==> src/clkmode_pkg.sv <==
// Behaviour
// - Two config bits pick fast clock source
// - Three config bits set fast RC frequency
// - Fast RC without slow crystal frees crystal pads, optional clock out
// - Any crystal mode dedicates both crystal pads
// - One config bit picks slow clock source
// - Only four fast and slow pairings allowed
// - Select bit chooses fast or slow system clock
// - Instruction clock is system clock over 2/4
// - After reset start Normal or Slow per config
// - Normal runs fast clock, slow keeps running
// - Select bit 0 to Slow, 1 back to Normal
// - Power mode field enters Standby or Halt
// - Field 10b is Standby, 01b is Halt
// - Slow keeps fast running; stop bit stops it
// - Normal timer0 may run from slow clock
// - Standby keeps timers; Halt sleeps until wake
// - Halt disables both oscillators
// - Wake resumes Normal or Slow per select bit
package clkmode_pkg;

   // ----------------------------------------
   // Register map
   // ----------------------------------------
   localparam logic [7:0] OSC_CTRL_OFS = 8'h00;
   localparam logic [7:0] STATUS_OFS = 8'h04;
   localparam int HCS_BIT = 0;
   localparam int STOP_BIT = 1;
   localparam int PMODE_LSB = 2;
   localparam int LCT0_BIT = 4;
   localparam logic [4:0] OSC_CTRL_RST = 5'h00;

   // ----------------------------------------
   // Configuration word fields
   // ----------------------------------------
   localparam int CFG_W = 10;
   localparam int CFG_FSRC_LSB = 0;
   localparam int CFG_RCF_LSB = 2;
   localparam int CFG_SSRC_BIT = 5;
   localparam int CFG_DIV4_BIT = 6;
   localparam int CFG_SFAST_BIT = 7;
   localparam int CFG_T0SRC_BIT = 8;
   localparam int CFG_CKOUT_BIT = 9;

   // ----------------------------------------
   // Encodings
   // ----------------------------------------
   localparam logic [1:0] FSRC_INT_RC = 2'h0;
   localparam logic [1:0] FSRC_EXT_FAST = 2'h1;
   localparam logic [1:0] FSRC_EXT_MID = 2'h2;
   localparam logic [1:0] PM_STANDBY = 2'h2;
   localparam logic [1:0] PM_HALT = 2'h1;
   localparam logic [1:0] DIV2_LAST = 2'h1;
   localparam logic [1:0] DIV4_LAST = 2'h3;

   // Operating modes, Gray along normal-slow-standby-halt
   typedef enum logic [1:0] {
      MODE_NORMAL = 2'b00,
      MODE_SLOW = 2'b01,
      MODE_STANDBY = 2'b11,
      MODE_HALT = 2'b10
   } mode_e;

endpackage : clkmode_pkg

==> src/clk_switch.sv <==
`timescale 1ns/1ps
module clk_switch
   import clkmode_pkg::*;
(
   input wire logic mclk_i,
   input wire logic rst_b_i,
   input wire logic fast_tick_i,
   input wire logic slow_tick_i,
   input wire logic sel_fast_i,
   output logic sys_tick_o,
   output logic on_fast_o
);

   logic on_fast_reg;
   logic gated_reg;
   logic sys_tick_reg;
   logic cur_tick;
   logic new_tick;

   // Ticks of the source in use and of the wanted one
   assign cur_tick = on_fast_reg ? fast_tick_i : slow_tick_i;
   assign new_tick = on_fast_reg ? slow_tick_i : fast_tick_i;

   // Close old source at its edge, open new at its edge
   always_ff @(posedge mclk_i or negedge rst_b_i) begin
      if (!rst_b_i) begin
         on_fast_reg <= 1'b0;
         gated_reg <= 1'b1;
      end else if (gated_reg) begin
         if (new_tick) begin
            gated_reg <= 1'b0;
            on_fast_reg <= ~on_fast_reg;
         end
      end else if (sel_fast_i != on_fast_reg && cur_tick) begin
         gated_reg <= 1'b1;
      end
   end

   // Output tick only while a source is open
   always_ff @(posedge mclk_i or negedge rst_b_i) begin
      if (!rst_b_i) begin
         sys_tick_reg <= 1'b0;
      end else begin
         sys_tick_reg <= cur_tick & ~gated_reg;
      end
   end

   assign sys_tick_o = sys_tick_reg;
   assign on_fast_o = on_fast_reg;
endmodule : clk_switch

==> src/clkmode_ctrl.sv <==
// Design decisions made here: the APB register port and the placing of the registers.
`timescale 1ns/1ps
module clkmode_ctrl
   import clkmode_pkg::*;
(
   input wire logic mclk_i,
   input wire logic rst_b_i,
   // APB slave
   input wire logic psel_i,
   input wire logic penable_i,
   input wire logic pwrite_i,
   input wire logic [7:0] paddr_i,
   input wire logic [31:0] pwdata_i,
   output logic [31:0] prdata_o,
   output logic pready_o,
   output logic pslverr_o,
   // Configuration word, caught after reset
   input wire logic [clkmode_pkg::CFG_W-1:0] config_word_i,
   // Oscillator ticks and wake events
   input wire logic fast_osc_tick_i,
   input wire logic slow_osc_tick_i,
   input wire logic standby_wake_i,
   input wire logic halt_wake_i,
   // Clock and mode outputs
   output logic sys_clk_tick_o,
   output logic inst_clk_tick_o,
   output logic fast_osc_en_o,
   output logic slow_osc_en_o,
   output logic [1:0] fast_src_sel_o,
   output logic [2:0] fast_rc_freq_o,
   output logic slow_src_xtal_o,
   output logic [1:0] mode_o,
   output logic cpu_run_o,
   output logic periph_run_o,
   output logic timers_run_o,
   output logic timer0_slow_clk_o,
   // Crystal pad control
   output logic xtal_pads_dedicated_o,
   output logic crystal_out_inst_clk_o,
   output logic pairing_bad_o
);
   import clkmode_pkg::*;

   // ----------------------------------------
   // Configuration capture
   // ----------------------------------------
   logic [CFG_W-1:0] cfg_reg;
   logic cfg_valid_reg;

   // Caught one edge after reset release
   always_ff @(posedge mclk_i or negedge rst_b_i) begin
      if (!rst_b_i) begin
         cfg_reg <= '0;
         cfg_valid_reg <= 1'b0;
      end else if (!cfg_valid_reg) begin
         cfg_reg <= config_word_i;
         cfg_valid_reg <= 1'b1;
      end
   end

   logic [1:0] fsrc;
   logic ext_fast;
   logic ext_slow;
   assign fsrc = cfg_reg[CFG_FSRC_LSB +: 2];
   assign ext_fast = (fsrc == FSRC_EXT_FAST) || (fsrc == FSRC_EXT_MID);
   assign ext_slow = cfg_reg[CFG_SSRC_BIT];

   // ----------------------------------------
   // APB register access
   // ----------------------------------------
   logic acc;
   logic wr_ctrl;
   logic [4:0] ctrl_reg;
   logic pready_reg;
   logic pslverr_reg;
   logic [31:0] prdata_reg;
   logic sw_on_fast;
   mode_e mode_reg;

   function automatic logic mapped(input logic [7:0] a);
      mapped = (a == OSC_CTRL_OFS) || (a == STATUS_OFS);
   endfunction : mapped

   // Access phase, answered one cycle later
   assign acc = psel_i & penable_i & ~pready_reg;
   assign wr_ctrl = acc & pwrite_i & (paddr_i == OSC_CTRL_OFS);

   // Ready, error and read data
   always_ff @(posedge mclk_i or negedge rst_b_i) begin
      if (!rst_b_i) begin
         pready_reg <= 1'b0;
         pslverr_reg <= 1'b0;
         prdata_reg <= 32'h0000_0000;
      end else begin
         pready_reg <= acc;
         pslverr_reg <= acc & ~mapped(paddr_i);
         if (acc && !pwrite_i) begin
            unique case (paddr_i)
               OSC_CTRL_OFS: prdata_reg <= {27'h0, ctrl_reg};
               STATUS_OFS: prdata_reg <= {24'h0, ext_slow, ext_fast,
                  pairing_bad_o, sw_on_fast, mode_reg, fast_osc_en_o,
                  slow_osc_en_o};
               default: prdata_reg <= 32'h0000_0000;
            endcase
         end else begin
            prdata_reg <= 32'h0000_0000;
         end
      end
   end

   assign pready_o = pready_reg;
   assign pslverr_o = pslverr_reg;
   assign prdata_o = prdata_reg;

   // ----------------------------------------
   // Oscillator control register
   // ----------------------------------------
   logic enter_standby;
   logic enter_halt;
   logic sys_tick;

   assign enter_standby = ctrl_reg[PMODE_LSB +: 2] == PM_STANDBY;
   assign enter_halt = ctrl_reg[PMODE_LSB +: 2] == PM_HALT;

   // Select bit starts at the startup clock choice
   always_ff @(posedge mclk_i or negedge rst_b_i) begin
      if (!rst_b_i) begin
         ctrl_reg <= OSC_CTRL_RST;
      end else if (!cfg_valid_reg) begin
         ctrl_reg[HCS_BIT] <= config_word_i[CFG_SFAST_BIT];
      end else if (wr_ctrl) begin
         ctrl_reg <= pwdata_i[4:0];
      end else if (mode_reg == MODE_STANDBY || mode_reg == MODE_HALT) begin
         ctrl_reg[PMODE_LSB +: 2] <= 2'h0; // Request taken, field clears
      end
   end

   // ----------------------------------------
   // Operating mode machine
   // ----------------------------------------
   logic run_mode;
   assign run_mode = (mode_reg == MODE_NORMAL) || (mode_reg == MODE_SLOW);

   always_ff @(posedge mclk_i or negedge rst_b_i) begin
      if (!rst_b_i) begin
         mode_reg <= MODE_SLOW;
      end else if (!cfg_valid_reg) begin
         mode_reg <= config_word_i[CFG_SFAST_BIT] ? MODE_NORMAL : MODE_SLOW;
      end else begin
         unique case (mode_reg)
            MODE_NORMAL, MODE_SLOW: begin
               if (enter_standby) begin
                  mode_reg <= MODE_STANDBY;
               end else if (enter_halt) begin
                  mode_reg <= MODE_HALT;
               end else begin
                  mode_reg <= ctrl_reg[HCS_BIT] ? MODE_NORMAL : MODE_SLOW;
               end
            end
            MODE_STANDBY: begin
               if (standby_wake_i) begin
                  mode_reg <= ctrl_reg[HCS_BIT] ? MODE_NORMAL : MODE_SLOW;
               end
            end
            MODE_HALT: begin
               if (halt_wake_i) begin
                  mode_reg <= ctrl_reg[HCS_BIT] ? MODE_NORMAL : MODE_SLOW;
               end
            end
         endcase
      end
   end

   // ----------------------------------------
   // Oscillator enables and run gates
   // ----------------------------------------
   logic stop_ok;
   // Stop honoured only once the switch already runs slow
   assign stop_ok = ctrl_reg[STOP_BIT] & ~sw_on_fast & ~ctrl_reg[HCS_BIT];

   always_ff @(posedge mclk_i or negedge rst_b_i) begin
      if (!rst_b_i) begin
         fast_osc_en_o <= 1'b0;
         slow_osc_en_o <= 1'b0;
         cpu_run_o <= 1'b0;
         periph_run_o <= 1'b0;
         timers_run_o <= 1'b0;
         timer0_slow_clk_o <= 1'b0;
         mode_o <= 2'h0;
      end else begin
         fast_osc_en_o <= cfg_valid_reg & (mode_reg != MODE_HALT) & ~stop_ok;
         slow_osc_en_o <= cfg_valid_reg & (mode_reg != MODE_HALT);
         cpu_run_o <= cfg_valid_reg & run_mode;
         periph_run_o <= cfg_valid_reg & run_mode;
         timers_run_o <= cfg_valid_reg & (mode_reg != MODE_HALT);
         timer0_slow_clk_o <= (mode_reg == MODE_NORMAL) & ctrl_reg[LCT0_BIT]
            & cfg_reg[CFG_T0SRC_BIT];
         mode_o <= mode_reg;
      end
   end

   // ----------------------------------------
   // Source selection and pads
   // ----------------------------------------
   always_ff @(posedge mclk_i or negedge rst_b_i) begin
      if (!rst_b_i) begin
         fast_src_sel_o <= FSRC_INT_RC;
         fast_rc_freq_o <= 3'h0;
         slow_src_xtal_o <= 1'b0;
         xtal_pads_dedicated_o <= 1'b0;
         crystal_out_inst_clk_o <= 1'b0;
         pairing_bad_o <= 1'b0;
      end else begin
         fast_src_sel_o <= fsrc;
         fast_rc_freq_o <= cfg_reg[CFG_RCF_LSB +: 3];
         slow_src_xtal_o <= ext_slow;
         xtal_pads_dedicated_o <= ext_fast | ext_slow;
         crystal_out_inst_clk_o <= ~(ext_fast | ext_slow)
            & cfg_reg[CFG_CKOUT_BIT];
         pairing_bad_o <= (ext_fast & ext_slow)
            | (fsrc == 2'h3);
      end
   end

   // ----------------------------------------
   // System clock switch and divider
   // ----------------------------------------
   clk_switch u_switch (
      .mclk_i(mclk_i),
      .rst_b_i(rst_b_i),
      .fast_tick_i(fast_osc_tick_i & fast_osc_en_o),
      .slow_tick_i(slow_osc_tick_i & slow_osc_en_o),
      .sel_fast_i(ctrl_reg[HCS_BIT]),
      .sys_tick_o(sys_tick),
      .on_fast_o(sw_on_fast)
   );

   logic [1:0] div_reg;
   logic [1:0] div_last;
   logic inst_tick_reg;
   logic sys_tick_reg;
   assign div_last = cfg_reg[CFG_DIV4_BIT] ? DIV4_LAST : DIV2_LAST;

   // Instruction tick every second or fourth system tick
   always_ff @(posedge mclk_i or negedge rst_b_i) begin
      if (!rst_b_i) begin
         div_reg <= 2'h0;
         inst_tick_reg <= 1'b0;
         sys_tick_reg <= 1'b0;
      end else begin
         sys_tick_reg <= sys_tick;
         inst_tick_reg <= 1'b0;
         if (sys_tick) begin
            if (div_reg >= div_last) begin
               div_reg <= 2'h0;
               inst_tick_reg <= 1'b1;
            end else begin
               div_reg <= div_reg + 2'h1;
            end
         end
      end
   end

   assign sys_clk_tick_o = sys_tick_reg;
   assign inst_clk_tick_o = inst_tick_reg;
endmodule : clkmode_ctrl

==> config.mk <==
export PLATFORM = sky130hd
export DESIGN_NAME = clkmode_ctrl
export DESIGN_NICKNAME = d
export VERILOG_FILES = /design/src/clkmode_pkg.sv /design/src/clk_switch.sv /design/src/clkmode_ctrl.sv
export SDC_FILE = /design/constraint.sdc
export NUM_CORES = 1
export LEC_CHECK = 0
export ABC_AREA = 1
export BUFFER_PORTS_ARGS = -buffer_cell sky130_fd_sc_hd__buf_2
export CAP_MARGIN = 20
export CORE_UTILIZATION = 45
export DETAILED_ROUTE_END_ITERATION = 12
export MAX_ROUTING_LAYER = met4
export PLACE_DENSITY_LB_ADDON = 0.1
export RECOVER_POWER = 25
export SYNTH_ARGS = -nofsm -noshare
export SYNTH_HDL_FRONTEND = slang
export SYNTH_SLANG_ARGS = --single-unit
==> constraint.sdc <==
create_clock -name mclk_i -period 1.4 [get_ports mclk_i]
set_input_delay 0.07 -clock mclk_i [delete_from_list [all_inputs] [get_ports mclk_i]]
set_output_delay 0.07 -clock mclk_i [all_outputs]
set_load 0.005 [all_outputs]
==> reports/results.txt <==
Total Routing Usage GR -> 0.173
DR vias/cell -> 4.47
Gpl congestion -> 0.778
DR WL/cell -> 10.8 um
Pre-CTS setup slack -> 0.249 ns
Final non-filler cell area -> 2600 um2
WS Path Type -> reg -> reg
Critical Path, Cell by Cell -> inv_1, nand3_1, nor2_2, nand3_4, nand2_1, o21ai_2
Dpl cells -> 328
Final Max Slew Viols -> 0
PnR worst setup slack -> 0.176 ns
PwrDens -> 1110 nW/um2
Commonest cells after routing, fill and taps aside -> 59 x buf_2, 51 x nand2_1, 47 x dfrtp_1, 25 x conb_1, 19 x inv_1
Final hold violations -> 0
Reg2Reg Depth -> 6
Post-DP HPWL -> 2.75 mm
Core Rows -> 24
Chip height -> 71.2 um
Max FFs per register -> 9
Hold Crit Class -> in -> reg
Initial Util -> 0.482
Worst-Margin Slew -> 0.863 ns
Post-synthesis sequential area ratio -> 0.570
Core Util, Final -> 0.582
Post-CTS sizing -> 0
FMAX -> 0.817 GHz
Die ar. -> 5070 um2
Reg-to-reg startpoint -> pready_o$_DFF_PN0_
Lkg Pwr -> 0.00142 uW
1st-iter DRT viols -> 74
Status -> finished with violations
Clock Latency Late Sink -> 0.30 ns
Layout area overhead -> 20.8%
H-tree depth -> 2
Clk pwr share -> 0.274
Clock Sinks -> 49
Fin crit share -> 0.875
CORE AREA -> 4470 um2
Total grt overflow -> 0
Endpoints failing setup -> 0
Reg power frac -> 0.574
Failing checks -> DRC
Worst VDD drop -> 0.523 mV
CP startpoint -> pready_o$_DFF_PN0_
Fill cells -> 420
Worst path slowest cell -> dfrtp_1
Sw Pwr -> 775 uW
Setup crit end kind -> flip-flop
DP Area -> 2420 um2
Critical Path AT -> 1.42 ns
# Max-Cap Violations -> 0
Final TNS setup -> 0 ns
Syn Inst Count -> 220
Layout cells sized above 1 -> 0.275
Multi-input gate area -> 707 um2
Largest stage delay on the critical path -> 0.38 ns
CTS tree -> done
#FFs+latches synth -> 49
Antenna diode count -> 0
Pin count of the biggest net entering global routing -> 36
Largest cells by area after synthesis -> dfrtp_1 55%, buf_4 9.4%, nand2_1 8.9%
Clk buf depth -> 2
R2r setup slk -> 0.18 ns
Vias in the first global route -> 1,511
Post-layout min period -> 1.22 ns
Register area -> 1230 um2
Port bufs -> 60
Worst-path clk slew -> 0.08 ns
Die W -> 71.2 um
Startpoint Class -> flip-flop
Hold_sp -> pwdata_i[4]
Sw Share -> 0.267
Yosys warnings -> 0
Post-CTS Setup Repair Bufs -> 0
Commonest non-fill, non-tap cell in the layout -> buf_2
Root buffer selected by CTS -> clkbuf_8
Internal power -> 2120 uW
Synthesized cell area -> 2160 um2
Initial antenna violation count -> 0
Met3 usage -> 0.0323
Post-Layout Cell Count -> 347
Critical R2R Capture -> ctrl_reg[1]$_DFFE_PN0P_
Post-Syn Area per Cell -> 9.80 um2
Routed wire length -> 3.75 mm
Logic pwr share -> 0.152
Remaining DRCs -> 5
First-pass detailed-route iteration total -> 8
GR Util met1 -> 0.220
CTS buffer count -> 5
Met2 usage -> 0.267
Global-route wire length before repair -> 6.53 mm
Hold path cells -> 3
DRT antenna net count -> 0
NumNets Final -> 357
Vias -> 1,552
Synth area leader -> dfrtp_1
Post-synth top area share -> 0.546
Slew HR -> 0.425
Worst Path Max Fanout -> 6
RSZ-0062 raised after global routing -> no
Required @ worst endpoint -> 1.59 ns
Worst Hold End -> ctrl_reg[4]$_DFFE_PN0P_
GRT busiest layer -> met2
Library cells used by synthesis -> 29
I/O pins -> 112
Layout Skew -> 0.00573 ns
==> per-layer routing <==
metal / wire length, um / share of wire / up-vias
met5: 0 / 0 / -
met4: 85 / 0.023 / 0
met3: 223 / 0.059 / 7
met2: 1670 / 0.45 / 61
met1: 1770 / 0.47 / 698
li1: - / - / 786
==> worst max path at each step <==
| stage | cells after the start | to | slack [ns] |
|---|---|---|---|
| after detailed placement | 6 | ctrl_reg[1]$_DFFE_PN0P_ | 0.25 |
| after global routing | 6 | ctrl_reg[3]$_DFFE_PN0P_ | 0.08 |
| after CTS | 6 | ctrl_reg[1]$_DFFE_PN0P_ | 0.23 |
| after floorplan | 6 | ctrl_reg[1]$_DFFE_PN0P_ | 0.35 |
| after global placement | 6 | ctrl_reg[1]$_DFFE_PN0P_ | 0.25 |
| final | 6 | ctrl_reg[1]$_DFFE_PN0P_ | 0.18 |
==> layout make-up <==
class	count	area share
Timing Repair Buffer	73	0.168
Tap cell	52	0.0250
Sequential cell	49	0.472
Inverter	22	0.0317
Multi-Input combinational cell	143	0.272
Clock buffer	7	0.0293
Clock inverter	1	0.00288
==> logic make-up after synthesis <==
logic type                 share of synthesized area
AOI/OAI and AO/OA                             0.0667
xor gates and xnor gates                     0.00813
adders and majority gates                     0.0232
buffers and inverters                          0.140
DFF                                            0.570
other                                        0.00348
and+or+nand+nor                                0.189
==> synth_stat cells <==
master and instances:
nand3_1 12, a21oi_1 8, o21ai_2 2, nor2_8 1, nor2_1 10, o21bai_1 1
nand3_2 1, inv_1 19, o21ai_0 8, conb_1 2, nand4_1 2, inv_2 3
nor3_1 4, buf_4 27, nand2_1 51, a21oi_2 1, nor2_2 2, o31ai_1 1
nand2_2 3, dfrtp_1 47, and2_1 1, nand3_4 1, buf_6 1, o21a_1 2
ha_1 4, xor2_1 2, dfstp_2 2, buf_2 1, o211ai_1 1
==> worst max-delay path, delay by kind of cell (launching register included) <==
| kind | cells | cell delay [ns] |
|---|---|---|
| simple gates | 4 | 0.64 |
| compound gates | 1 | 0.05 |
| buf+inv | 1 | 0.05 |
| flops | 1 | 0.38 |
==> power by group through the flow <==
stage / clock network [uW] / logic [uW] / registers (uW)
6_report: 795 / 439 / 1660
3_3_place_gp: 0 / 418 / 1690
4_1_cts: 817 / 449 / 1660
5_1_grt: 865 / 514 / 1690
3_5_place_dp: 0 / 424 / 1690
2_1_floorplan: 0 / 292 / 1680
==> metrics by stage <==
stage	hold slack, ns	total power (uW)
finish	0.00790	2900
global route	0.0161	3060
CTS	0.00158	2930
detailed placement	0.00464	2120
global placement	0.0000613	2110
floorplan	-0.226	1980
==> repair_timing <==
item | 4_1_cts | 5_1_grt
endpoints found under the setup margin | 0 | 0
hold buffers | 11 | 0
endpoints found under the hold margin | 24 | 0
Power figures use the tool's default switching activity.
